**src/hdl/pms_pkg.sv**
```systemverilog
// Shared constants, types and register map of the power-up mode selector and status LED block.
package pms_pkg;

  // System clock and the millisecond time base derived from it.
  localparam int unsigned CLK_HZ = 40_000_000;
  localparam int unsigned MS_PER_S = 1000;
  localparam logic [15:0] TICKS_PER_MS = 16'(CLK_HZ / MS_PER_S);

  // LED and settle timing in milliseconds; RAPID_BLINKS is a count of blinks.
  localparam logic [11:0] BLINK_ON_MS = 12'h0fa;
  localparam logic [11:0] BLINK_OFF_MS = 12'h0fa;
  localparam logic [11:0] DIGIT_GAP_MS = 12'h2ee;
  localparam logic [11:0] SEPARATOR_MS = 12'h9c4;
  localparam logic [11:0] FAST_FLASH_MS = 12'h064;
  localparam logic [11:0] SETTLE_MS = 12'h00a;
  localparam logic [2:0] RAPID_BLINKS = 3'h3;

  // Switch patterns; a set bit means the switch is closed, bit 0 is switch one.
  localparam logic [3:0] SPECIAL_PAT = 4'hf;
  localparam logic [3:0] PAT_RESTORE = 4'hf;
  localparam logic [3:0] PAT_LOAD_IND = 4'he;
  localparam logic [3:0] PAT_LOAD_STD = 4'hd;

  // Blink code digits.
  localparam logic [2:0] DIG_ERR = 3'h1;
  localparam logic [2:0] DIG_APP_HI = 3'h4;
  localparam logic [2:0] DIG_IND = 3'h1;
  localparam logic [2:0] DIG_STD = 3'h2;
  localparam logic [2:0] DIG_CUS = 3'h3;

  // Register byte addresses.
  localparam logic [7:0] ADDR_CTRL = 8'h00;
  localparam logic [7:0] ADDR_STATUS = 8'h04;
  localparam logic [7:0] ADDR_INT_STAT = 8'h08;
  localparam logic [7:0] ADDR_INT_MASK = 8'h0c;
  localparam logic [7:0] ADDR_TICK = 8'h10;

  // Control register fields.
  localparam int CTRL_APP_LSB = 0;
  localparam int CTRL_BOOT = 2;
  localparam int CTRL_ERR = 3;

  // Interrupt status bits.
  localparam int INT_W = 3;
  localparam int INT_CAPTURE = 0;
  localparam int INT_CODE = 1;
  localparam int INT_BADPAT = 2;

  typedef enum logic [1:0] {
    APP_STD = 2'h0,
    APP_IND = 2'h1,
    APP_CUS = 2'h2
  } pms_app_t;

  // Gray code sequence in declaration order, not along the blink path.
  typedef enum logic [2:0] {
    S_RAPID_ON = 3'h0,
    S_RAPID_OFF = 3'h1,
    S_ON = 3'h3,
    S_OFF = 3'h2,
    S_GAP = 3'h6,
    S_SEP = 3'h7,
    S_BOOT_ON = 3'h5,
    S_BOOT_OFF = 3'h4
  } pms_state_t;

  // Outcome of the power-up switch sample.
  typedef struct packed {
    logic special;
    logic restore;
    logic load_ind;
    logic load_std;
  } pms_action_t;

endpackage : pms_pkg

```
**src/hdl/pms_sync.sv**
```systemverilog
// Three-stage switch input synchroniser with agreement filter.
`timescale 1ns/1ps
module pms_sync (
  input wire logic pclk,
  input wire logic presetn,
  input wire logic [7:0] sw_async,
  output logic [7:0] sw_stable
);

  logic [7:0] s1_ff;
  logic [7:0] s2_ff;
  logic [7:0] s3_ff;

  //////////////////////////////////////////////////////////////////
  // Each bit passes three flops and moves only when stages two and three agree.
  for (genvar i = 0; i < 8; i++) begin : g_bit
    always_ff @(posedge pclk or negedge presetn) begin
      if (!presetn) begin
        s1_ff[i] <= 1'b0;
        s2_ff[i] <= 1'b0;
        s3_ff[i] <= 1'b0;
        sw_stable[i] <= 1'b0;
      end else begin
        s1_ff[i] <= sw_async[i];
        s2_ff[i] <= s1_ff[i];
        s3_ff[i] <= s2_ff[i];
        if (s2_ff[i] == s3_ff[i]) begin
          sw_stable[i] <= s3_ff[i];
        end
      end
    end
  end

endmodule : pms_sync

```
**src/hdl/pms_tick.sv**
```systemverilog
// Millisecond tick generator with a software-set period.
`timescale 1ns/1ps
module pms_tick (
  input wire logic pclk,
  input wire logic presetn,
  input wire logic [15:0] ticks_per_ms,
  output logic ms_tick
);

  logic [15:0] cnt_ff;

  //////////////////////////////////////////////////////////////////
  // Counts clocks and pulses once per period; a zero period acts as one clock.
  always_ff @(posedge pclk or negedge presetn) begin
    if (!presetn) begin
      cnt_ff <= 16'h0000;
      ms_tick <= 1'b0;
    end else if (cnt_ff + 16'h0001 >= ticks_per_ms) begin
      cnt_ff <= 16'h0000;
      ms_tick <= 1'b1;
    end else begin
      cnt_ff <= cnt_ff + 16'h0001;
      ms_tick <= 1'b0;
    end
  end

endmodule : pms_tick

```
**src/hdl/pms_top.sv**
```systemverilog
// Power-up mode selector and health LED blink-code sequencer with APB registers.
`timescale 1ns/1ps
// What this block does
// - Special mode only when switches five to eight are closed; otherwise switches give address.
// - Special mode with switches one to four closed restores factory default settings.
// - Special mode, switch one open, two to four closed loads industrial Ethernet app.
// - Special mode, switch two open, one, three, four closed loads standard app.
// - Code is two digits with pauses; codes are parted by a rapid blink burst.
// - Each counted blink is a quarter second lit, then a quarter second dark unless it is the last blink of its digit.
// - Three quarters of a second dark between first and second digit.
// - Two and a half second separator pause between code repetitions.
// - Codes: 1-1 startup error, 4-1 industrial, 4-2 standard, 4-3 custom app.
// - Bootloader mode flashes 100 ms on, 100 ms off instead of a code.
module pms_top #(
  parameter logic [15:0] TICKS_PER_MS = pms_pkg::TICKS_PER_MS
) (
  input wire logic pclk,
  input wire logic presetn,
  input wire logic psel,
  input wire logic penable,
  input wire logic pwrite,
  input wire logic [7:0] paddr,
  input wire logic [31:0] pwdata,
  output logic [31:0] prdata,
  output logic pready,
  output logic pslverr,
  input wire logic [7:0] option_sw,
  output logic [7:0] node_addr,
  output pms_pkg::pms_action_t action,
  output logic health_indicator_led,
  output logic irq
);

  // Width of the interrupt status and mask words; it must be declared before the words that use it.
  localparam int INT_W_L = pms_pkg::INT_W;
  logic [7:0] sw_stable;
  logic ms_tick;
  logic [11:0] settle_ff;
  logic captured_ff;
  logic capture_go;
  logic pat_ok;
  logic [1:0] app_ff;
  logic boot_ff;
  logic err_ff;
  logic [15:0] tick_len_ff;
  logic [INT_W_L-1:0] int_stat_ff;
  logic [INT_W_L-1:0] int_mask_ff;
  logic [INT_W_L-1:0] int_set;
  logic wr_en;
  logic rd_hit;
  pms_pkg::pms_state_t st_ff;
  pms_pkg::pms_state_t nxt_st;
  logic [11:0] ms_cnt_ff;
  logic [11:0] dur_ms;
  logic done;
  logic [2:0] blink_ff;
  logic [2:0] nxt_blink;
  logic digit_ff;
  logic nxt_digit;
  logic [2:0] dig_hi;
  logic [2:0] dig_lo;
  logic [2:0] cur_digit;
  logic [31:0] rd_word;

  //////////////////////////////////////////////////////////////////
  // Input conditioning and time base.
  pms_sync u_sync (
    .pclk(pclk),
    .presetn(presetn),
    .sw_async(option_sw),
    .sw_stable(sw_stable)
  );

  pms_tick u_tick (
    .pclk(pclk),
    .presetn(presetn),
    .ticks_per_ms(tick_len_ff),
    .ms_tick(ms_tick)
  );

  //////////////////////////////////////////////////////////////////
  // Power-up sampling. Switch contacts bounce, so the sample waits a settle time once.
  assign capture_go = !captured_ff && ms_tick && (settle_ff == pms_pkg::SETTLE_MS);
  assign pat_ok = (sw_stable[3:0] == pms_pkg::PAT_RESTORE) ||
                  (sw_stable[3:0] == pms_pkg::PAT_LOAD_IND) ||
                  (sw_stable[3:0] == pms_pkg::PAT_LOAD_STD);

  always_ff @(posedge pclk or negedge presetn) begin
    if (!presetn) begin
      settle_ff <= 12'h000;
      captured_ff <= 1'b0;
    end else if (capture_go) begin
      captured_ff <= 1'b1;
    end else if (!captured_ff && ms_tick) begin
      settle_ff <= settle_ff + 12'h001;
    end
  end

  // Action flags are one-cycle requests; special stays as a level after the sample.
  always_ff @(posedge pclk or negedge presetn) begin
    if (!presetn) begin
      action <= '0;
      node_addr <= 8'h00;
    end else begin
      action.restore <= 1'b0;
      action.load_ind <= 1'b0;
      action.load_std <= 1'b0;
      if (capture_go) begin
        action.special <= (sw_stable[7:4] == pms_pkg::SPECIAL_PAT);
        if (sw_stable[7:4] != pms_pkg::SPECIAL_PAT) begin
          node_addr <= sw_stable;
        end else begin
          action.restore <= (sw_stable[3:0] == pms_pkg::PAT_RESTORE);
          action.load_ind <= (sw_stable[3:0] == pms_pkg::PAT_LOAD_IND);
          action.load_std <= (sw_stable[3:0] == pms_pkg::PAT_LOAD_STD);
        end
      end
    end
  end

  //////////////////////////////////////////////////////////////////
  // APB slave with no wait states; pready is set for the access phase only.
  assign wr_en = psel && penable && pready && pwrite;
  assign rd_hit = (paddr == pms_pkg::ADDR_CTRL) || (paddr == pms_pkg::ADDR_STATUS) ||
                  (paddr == pms_pkg::ADDR_INT_STAT) || (paddr == pms_pkg::ADDR_INT_MASK) ||
                  (paddr == pms_pkg::ADDR_TICK);

  always_comb begin
    rd_word = 32'h0000_0000;
    case (paddr)
      pms_pkg::ADDR_CTRL: rd_word = {28'h0000000, err_ff, boot_ff, app_ff};
      pms_pkg::ADDR_STATUS: rd_word = {8'h00, 1'b0, st_ff, 1'b0, dig_hi, 1'b0, dig_lo,
                                       captured_ff, action.special, 2'h0, sw_stable};
      pms_pkg::ADDR_INT_STAT: rd_word = {29'h0000000, int_stat_ff};
      pms_pkg::ADDR_INT_MASK: rd_word = {29'h0000000, int_mask_ff};
      pms_pkg::ADDR_TICK: rd_word = {16'h0000, tick_len_ff};
      default: rd_word = 32'h0000_0000;
    endcase
  end

  always_ff @(posedge pclk or negedge presetn) begin
    if (!presetn) begin
      pready <= 1'b0;
      pslverr <= 1'b0;
      prdata <= 32'h0000_0000;
    end else begin
      pready <= psel && !penable;
      pslverr <= psel && !penable && !rd_hit;
      if (psel && !penable && !pwrite) begin
        prdata <= rd_word;
      end
    end
  end

  // Writable control: application code, bootloader flag, error flag and tick length.
  always_ff @(posedge pclk or negedge presetn) begin
    if (!presetn) begin
      app_ff <= pms_pkg::APP_STD;
      boot_ff <= 1'b0;
      err_ff <= 1'b0;
      tick_len_ff <= TICKS_PER_MS;
      int_mask_ff <= '0;
    end else begin
      if (action.load_ind) begin
        app_ff <= pms_pkg::APP_IND;
      end else if (action.load_std) begin
        app_ff <= pms_pkg::APP_STD;
      end
      if (wr_en && paddr == pms_pkg::ADDR_CTRL) begin
        app_ff <= pwdata[pms_pkg::CTRL_APP_LSB +: 2];
        boot_ff <= pwdata[pms_pkg::CTRL_BOOT];
        err_ff <= pwdata[pms_pkg::CTRL_ERR];
      end
      if (wr_en && paddr == pms_pkg::ADDR_TICK) begin
        tick_len_ff <= pwdata[15:0];
      end
      if (wr_en && paddr == pms_pkg::ADDR_INT_MASK) begin
        int_mask_ff <= pwdata[INT_W_L-1:0];
      end
    end
  end

  //////////////////////////////////////////////////////////////////
  // Sticky interrupt status, cleared by writing one; a new event beats the clear.
  always_comb begin
    int_set = '0;
    int_set[pms_pkg::INT_CAPTURE] = capture_go;
    int_set[pms_pkg::INT_CODE] = (nxt_st == pms_pkg::S_SEP) && (st_ff != pms_pkg::S_SEP);
    int_set[pms_pkg::INT_BADPAT] = capture_go && (sw_stable[7:4] == pms_pkg::SPECIAL_PAT) && !pat_ok;
  end

  always_ff @(posedge pclk or negedge presetn) begin
    if (!presetn) begin
      int_stat_ff <= '0;
      irq <= 1'b0;
    end else begin
      if (wr_en && paddr == pms_pkg::ADDR_INT_STAT) begin
        int_stat_ff <= (int_stat_ff & ~pwdata[INT_W_L-1:0]) | int_set;
      end else begin
        int_stat_ff <= int_stat_ff | int_set;
      end
      irq <= |(int_stat_ff & int_mask_ff);
    end
  end

  //////////////////////////////////////////////////////////////////
  // Code digits for the current condition; an error overrides the application code.
  assign dig_hi = err_ff ? pms_pkg::DIG_ERR : pms_pkg::DIG_APP_HI;
  always_comb begin
    case (app_ff)
      pms_pkg::APP_IND: dig_lo = pms_pkg::DIG_IND;
      pms_pkg::APP_CUS: dig_lo = pms_pkg::DIG_CUS;
      default: dig_lo = pms_pkg::DIG_STD;
    endcase
    if (err_ff) begin
      dig_lo = pms_pkg::DIG_ERR;
    end
  end
  assign cur_digit = digit_ff ? dig_lo : dig_hi;

  // Length of the present phase in milliseconds.
  always_comb begin
    case (st_ff)
      pms_pkg::S_ON: dur_ms = pms_pkg::BLINK_ON_MS;
      pms_pkg::S_OFF: dur_ms = pms_pkg::BLINK_OFF_MS;
      pms_pkg::S_GAP: dur_ms = pms_pkg::DIGIT_GAP_MS;
      pms_pkg::S_SEP: dur_ms = pms_pkg::SEPARATOR_MS;
      default: dur_ms = pms_pkg::FAST_FLASH_MS;
    endcase
  end
  assign done = ms_tick && (ms_cnt_ff == 12'(dur_ms - 12'h001));

  //////////////////////////////////////////////////////////////////
  // Sequencer. The last blink of a digit runs straight into the gap or separator,
  // so the dark time there is exactly the pause and not pause plus a blink off.
  always_comb begin
    nxt_st = st_ff;
    nxt_blink = blink_ff;
    nxt_digit = digit_ff;
    if (boot_ff && st_ff != pms_pkg::S_BOOT_ON && st_ff != pms_pkg::S_BOOT_OFF) begin
      nxt_st = pms_pkg::S_BOOT_ON;
    end else if (!boot_ff && (st_ff == pms_pkg::S_BOOT_ON || st_ff == pms_pkg::S_BOOT_OFF)) begin
      nxt_st = pms_pkg::S_ON;
      nxt_blink = 3'h0;
      nxt_digit = 1'b0;
    end else if (done) begin
      case (st_ff)
        pms_pkg::S_ON: begin
          if (blink_ff + 3'h1 >= cur_digit) begin
            nxt_blink = 3'h0;
            nxt_st = digit_ff ? pms_pkg::S_SEP : pms_pkg::S_GAP;
          end else begin
            nxt_blink = blink_ff + 3'h1;
            nxt_st = pms_pkg::S_OFF;
          end
        end
        pms_pkg::S_OFF: nxt_st = pms_pkg::S_ON;
        pms_pkg::S_GAP: begin
          nxt_st = pms_pkg::S_ON;
          nxt_digit = 1'b1;
        end
        pms_pkg::S_SEP: begin
          nxt_st = pms_pkg::S_RAPID_ON;
          nxt_digit = 1'b0;
        end
        pms_pkg::S_RAPID_ON: nxt_st = pms_pkg::S_RAPID_OFF;
        pms_pkg::S_RAPID_OFF: begin
          if (blink_ff + 3'h1 >= pms_pkg::RAPID_BLINKS) begin
            nxt_blink = 3'h0;
            nxt_st = pms_pkg::S_ON;
          end else begin
            nxt_blink = blink_ff + 3'h1;
            nxt_st = pms_pkg::S_RAPID_ON;
          end
        end
        pms_pkg::S_BOOT_ON: nxt_st = pms_pkg::S_BOOT_OFF;
        pms_pkg::S_BOOT_OFF: nxt_st = pms_pkg::S_BOOT_ON;
        default: nxt_st = pms_pkg::S_ON;
      endcase
    end
  end

  // State, phase timer and LED; the LED follows the next state so it lines up with st_ff.
  always_ff @(posedge pclk or negedge presetn) begin
    if (!presetn) begin
      st_ff <= pms_pkg::S_ON;
      blink_ff <= 3'h0;
      digit_ff <= 1'b0;
      ms_cnt_ff <= 12'h000;
      health_indicator_led <= 1'b0;
    end else begin
      st_ff <= nxt_st;
      blink_ff <= nxt_blink;
      digit_ff <= nxt_digit;
      if (nxt_st != st_ff) begin
        ms_cnt_ff <= 12'h000;
      end else if (ms_tick) begin
        ms_cnt_ff <= ms_cnt_ff + 12'h001;
      end
      health_indicator_led <= (nxt_st == pms_pkg::S_ON) || (nxt_st == pms_pkg::S_RAPID_ON) ||
                              (nxt_st == pms_pkg::S_BOOT_ON);
    end
  end
endmodule : pms_top

```
**config.mk**
```make
export PLATFORM = sky130hd
export DESIGN_NAME = pms_top
export DESIGN_NICKNAME = d
export VERILOG_FILES = /design/src/hdl/pms_pkg.sv /design/src/hdl/pms_sync.sv /design/src/hdl/pms_tick.sv /design/src/hdl/pms_top.sv
export SDC_FILE = /design/constraint.sdc
export NUM_CORES = 1
export LEC_CHECK = 0
export BUFFER_PORTS_ARGS = -buffer_cell sky130_fd_sc_hd__buf_2
export CORE_MARGIN = 2
export CORE_UTILIZATION = 50
export CTS_CLUSTER_SIZE = 40
export DETAILED_ROUTE_END_ITERATION = 16
export GPL_TIMING_DRIVEN = 0
export PLACE_DENSITY = 0.71
export SYNTH_ARGS = -nofsm -noshare
export SYNTH_HDL_FRONTEND = slang
export SYNTH_HIERARCHICAL = 1
export SYNTH_SLANG_ARGS = --single-unit
```
**constraint.sdc**
```tcl
create_clock -name pclk -period 4.7 [get_ports pclk]
set_input_delay 1.175 -clock pclk [delete_from_list [all_inputs] [get_ports pclk]]
set_output_delay 1.175 -clock pclk [all_outputs]
set_load 0.1 [all_outputs]
```
# After elaboration in Yosys (flattened, before gate mapping)
# Index checks and enable logic that the tools add are counted.
[totals]
reg_bits = 155
inputBits = 53
output_inout_bits = 48
word_cells = 186
[op_classes]
n_addsub = 5
n_lt_le_gt_ge = 3
eq_ne = 35
muxes = 31
bitwise = 7
reduce_logical = 49
[op_table]
columns = ["operator", "n"]
rows = [
  ["$pmux W23 S5", 1],
  ["$mux W3", 14],
  ["$pmux W12 S3", 1],
  ["$add A12 B1 Y12 const B", 2],
  ["$mux W12", 2],
  ["$pmux W3 S7", 1],
  ["$logic_and A1 B1 Y1", 19],
  ["$eq A3 B3 Y1 const B", 6],
  ["$add A16 B1 Y16 const B", 1],
  ["$eq A4 B4 Y1 const B", 4],
  ["$eq A8 B4 Y1 const B", 2],
  ["$ge A16 B16 Y1", 1],
  ["$mux W16", 1],
  ["$eq A12 B12 Y1", 1],
  ["$eq A12 B4 Y1 const B", 1],
  ["$sub A12 B1 Y12 const B", 1],
  ["$eq A3 B2 Y1 const B", 3],
  ["$logic_or A1 B1 Y1", 9],
  ["$ne A3 B3 Y1 const B", 3],
  ["$reduce_bool A3 Y1", 3],
  ["$eq A1 B1 Y1", 8],
  ["$eq A8 B3 Y1 const B", 1],
  ["$eq A8 B5 Y1 const B", 1],
  ["$logic_not A8 Y1", 1],
  ["other kinds (24)", 43],
]

# Depth between registers and ports, before layout
[depth]
ltp_word = 14
ltp_mapped = 12
depth_no_buf = 12

# By module
# Netlist, hierarchy kept.
[by_module_without_submodules]
columns = ["mod", "instances", "cells_each", "area_each_um2", "seq_area_each_um2"]
rows = [
  ["pms_top", 1, 457, 4630.7, 2386.0],
  ["pms_tick", 1, 134, 1446.4, 425.4],
  ["pms_sync", 1, 40, 890.9, 800.8],
]

# Worst setup path before layout
# Ideal clock, no wire load.
[synth_timing]
path_type = "input to register"
from = "input port paddr[5]"
to = "register tick_len_ff[13]"
setup_time_ps = 125
t_arrival_ps = 3262
required_ps = 4575
setup_slack_ps = 1313
path_stages = 6
path_buffers = 2
cell_sequence = "or4_1 > nor3_1 > nor2b_1 > clkbuf_1 > buf_2 > mux2_2"
[synth_via]
elab_chain_len = 2
[synth_rtl]
columns = ["item", "line", "rtl"]
rows = [
  ["from (decl)", "pms_top.sv:22", "input wire logic [7:0] paddr,"],
  ["$eq A8 B5 Y1", "pms_top.sv:174", "if (wr_en && paddr == pms_pkg::ADDR_TICK) begin"],
  ["$logic_and A1 B1 Y1", "pms_top.sv:174", ""],
  ["to (signal assigned)", "pms_top.sv:175", "tick_len_ff <= pwdata[15:0];"],
  ["to (decl)", "pms_top.sv:45", "logic [15:0] tick_len_ff;"],
]
# Every way passes these cells.
# A chain may end at the register's enable or synchronous reset.

# Worst setup path in the final report
[layout_timing]
from = "input port paddr[5]"
to = "register tick_len_ff[9]"
# The elaborated chain is that of the path after synthesis.

==> qor.csv <==
stage;metric;value;unit
detailed_routing;drt_drc_violations_left;0;
power_and_ir_drop;pwr-share-seq;0.412;
setup_path;cp.arrival;4050;ps
power_and_ir_drop;p_comb_frac;0.249;
finish;final_cell_mix;dfrtp_1 (137), nand2_1 (78), buf_2 (75);
clock_tree;cts_buffers;17;
timing;period_minus_slack;3752;ps
setup_path;criticalPathCategory;in -> reg;
floorplanning;design.core.area;13720;um^2
finish;syn_to_final_growth;17.24;%
logic_synthesis;synth_edf_count;0;
placed_design;gp_congestion;0.9025;
logic_synthesis;syn_inst;631;
setup_path;critPathMaxFanout;10;
floorplanning;die_area;14900;um^2
logic_synthesis;synth.distinct_cells;65;
detailed_routing;dr.first_iter.drc_count;355;
finish;drive_gt1_frac;0.2510;
setup_path;reg2reg_depth;11;
finish;design_area;8169;um^2
power_and_ir_drop;p_per_area;450.8;nW/um^2
job;maxCapViolations;0;
power_and_ir_drop;netSwitchingPower;0.001273;W
clock_tree;cts.path.max_buffers;2;
finish;diodes;0;
grt;overflow;0;
finish;stdcell_count;925;
timing;finalCritPeriodShare;0.7983;
hold_path;hold_end;u_sync/s2_ff[3];
logic_synthesis;seq_area_frac_synth;0.5184;
clock_tree;cts_resized;0;
setup_path;r2r-start;st_ff[1];
timing;fmax;0.2665;GHz
floorplanning;initial_core_util;0.5079;
clock_tree;clk_pin_slew;60;ps
finish;final_common_cell;dfrtp_1;
setup_path;regToRegEndpoint;blink_ff[0];
clock_tree;htree_levels;4;
timing;rsz0062_at_grt;no;
clock_tree;cts_tree;yes;
clock_tree;clkSinkCount;144;
detailed_routing;first_pass_iters;6;
floorplanning;die_h;122.1;um
hold_path;hp-class;reg -> reg;
floorplanning;io_pins;101;
timing;fin_worst_skew;8.784;ps
power_and_ir_drop;swShare;0.3456;
detailed_routing;wl_per_cell;16.35;um
setup_path;endpoint_kind;register;
logic_synthesis;synth-seq-cells;144;
timing;fin_setup_tns;0;ps
setup_path;r2r_slack;1120;ps
detailed_routing;routed-via-count;5082;
finish;nets;813;
logic_synthesis;yosys-top-cells-area;dfrtp_1 (49%), ha_1 (4.8%), nand2_1 (4.2%);
placed_design;port-buffer-count;72;
setup_path;crit_path_start_kind;primary input;
placed_design;place_area;7625;um^2
floorplanning;rows;43;
clock_tree;cts-root-buf;clkbuf_16;
timing;hold_violations;0;
clock_tree;clock_latency;420;ps
grt;grt_pass1_vias;4971;
power_and_ir_drop;power_leakage;3.907;nW
hold_path;min_from;u_sync/s1_ff[3];
clock_tree;cts_hold_buf;0;
detailed_routing;viasPerCell;5.494;
logic_synthesis;yosys_most_used_dff;dfrtp_1;
logic_synthesis;synthesis.area;6968;um^2
logic_synthesis;syn_avg_cell_area;11.04;um^2
logic_synthesis;synthArstFlopShare;1.000;
detailed_routing;wirelength;15.12;mm
timing;whs;348.0;ps
timing;worst_pin_slew;1176;ps
logic_synthesis;yosys_warnings;6;
power_and_ir_drop;ir_worst_vdd;0.4921;mV
hold_path;hold_path_depth;0;
grt;track_usage;0.2180;
grt;grt_max_degree;77;
clock_tree;post_cts.repair.setup_buffers;0;
grt;grt_first_pass_wirelength;24.83;mm
timing;slew_headroom;0.2102;
finish;fillers;1127;
run_status;status;finished, final reports clean;
floorplanning;die_w;122.1;um
grt;antenna_found_initial;0;
detailed_routing;drt.antenna.violating_nets;0;
placed_design;dp_hpwl;10.88;mm
setup_path;critPathRequiredTime;5000;ps
logic_synthesis;synth_top_cell_by_area;dfrtp_1;
power_and_ir_drop;p_int;0.002410;W
timing;final-setup-viol-count;0;
logic_synthesis;synth_top_area_share;0.4920;
placed_design;dp_cells;894;
timing;maxSlewViolCount;0;
power_and_ir_drop;total_power;0.003682;W
power_and_ir_drop;pwr-share-clk;0.339;
==> how the worst max path moves through the flow <==
| stage | from | to | slack, ps | cells after the start |
|---|---|---|---|---|
| after floorplan | paddr[5] | tick_len_ff[13] | 1310 | 6 |
| after global placement | presetn | tick_len_ff[9] | 540 | 1 |
| after detailed placement | paddr[5] | tick_len_ff[14] | 460 | 7 |
| after CTS | paddr[5] | tick_len_ff[14] | 960 | 7 |
| after global routing | paddr[5] | tick_len_ff[9] | 770 | 7 |
| final | paddr[5] | tick_len_ff[9] | 950 | 7 |
==> synthesized netlist by cell type, types with 4 or more instances <==
master,number
nor2_1,47
mux2i_1,8
mux2_2,23
nand3_1,19
xor2_1,20
ha_1,27
nand4_1,10
a21oi_1,14
clkbuf_1,12
nand2b_1,10
nor4_1,4
a211oi_1,4
inv_1,32
buf_4,12
nor3_1,13
nor4b_1,5
a22oi_1,7
o22a_1,4
and3_1,5
xnor2_1,18
nand2_1,78
buf_2,4
o21ai_0,26
dfrtp_1,137
dfstp_2,7
a21o_1,5
nor4b_2,10
maj3_2,8
==> power by group through the flow <==
stage               logic (W)  registers [W]  clock network (W)
finish               0.000917        0.00152            0.00125
global route         0.000985        0.00154            0.00133
CTS                  0.000923        0.00152            0.00127
floorplan            0.000432        0.00181                  0
detailed placement   0.000912        0.00154                  0
global placement     0.000893        0.00153                  0
==> metrics by stage <==
stage,util,setup slack [ps]
after floorplan,-,1313
after global placement,0.5533,543.0
after detailed placement,0.5558,464.8
after CTS,0.5954,958.0
after global routing,0.5954,766.6
final,0.5954,948.0
==> cells by family after synthesis <==
group | Yosys count | synth area share
DFF | 144 | 0.5184
muxes | 32 | 0.05028
AOI/OAI and AO/OA | 82 | 0.08117
xor gates and xnor gates | 40 | 0.05243
buffers and inverters | 62 | 0.04274
adders and majority gates | 35 | 0.06141
other | 1 | 0.0005382
and+or+nand+nor | 235 | 0.1930
==> metal layers <==
layer | share of wire | global-route usage
met1 | 0.45 | 0.2891
met2 | 0.47 | 0.3443
met3 | 0.063 | 0.05618
met4 | 0.016 | 0.08549
met5 | 0 | 0
==> layout make-up <==
type,instances,area [um^2],share of cell area
repair buffers,73,394.1,0.04825
plain buffers,30,177.7,0.02175
clock inverters,7,62.56,0.007658
flip-flops and latches,144,3612,0.4422
multi-input cells,435,3095,0.3789
well taps,180,225.2,0.02757
clock buffers,24,481.7,0.05897
inverters,32,120.1,0.01470
==> critical path: stages <==
cell and delay (ps):
buf_2 90, or4_1 550, nor3_1 950, nor2b_1 220, clkbuf_1 310, buf_2 370
mux2_2 380
==> state kept, by name, indices dropped and copies added, names as in the netlist, 2 cells and up <==
signal            flops
settle_ff            12
app_ff                2
blink_ff              3
ms_cnt_ff            12
int_stat_ff           3
u_tick/cnt_ff        16
u_sync/sw_stable      8
node_addr             8
st_ff                 3
action                4
tick_len_ff          16
u_sync/s2_ff          8
u_sync/s1_ff          8
u_sync/s3_ff          8
prdata               21
int_mask_ff           3
No activity file was read; power rests on OpenSTA's default activity.
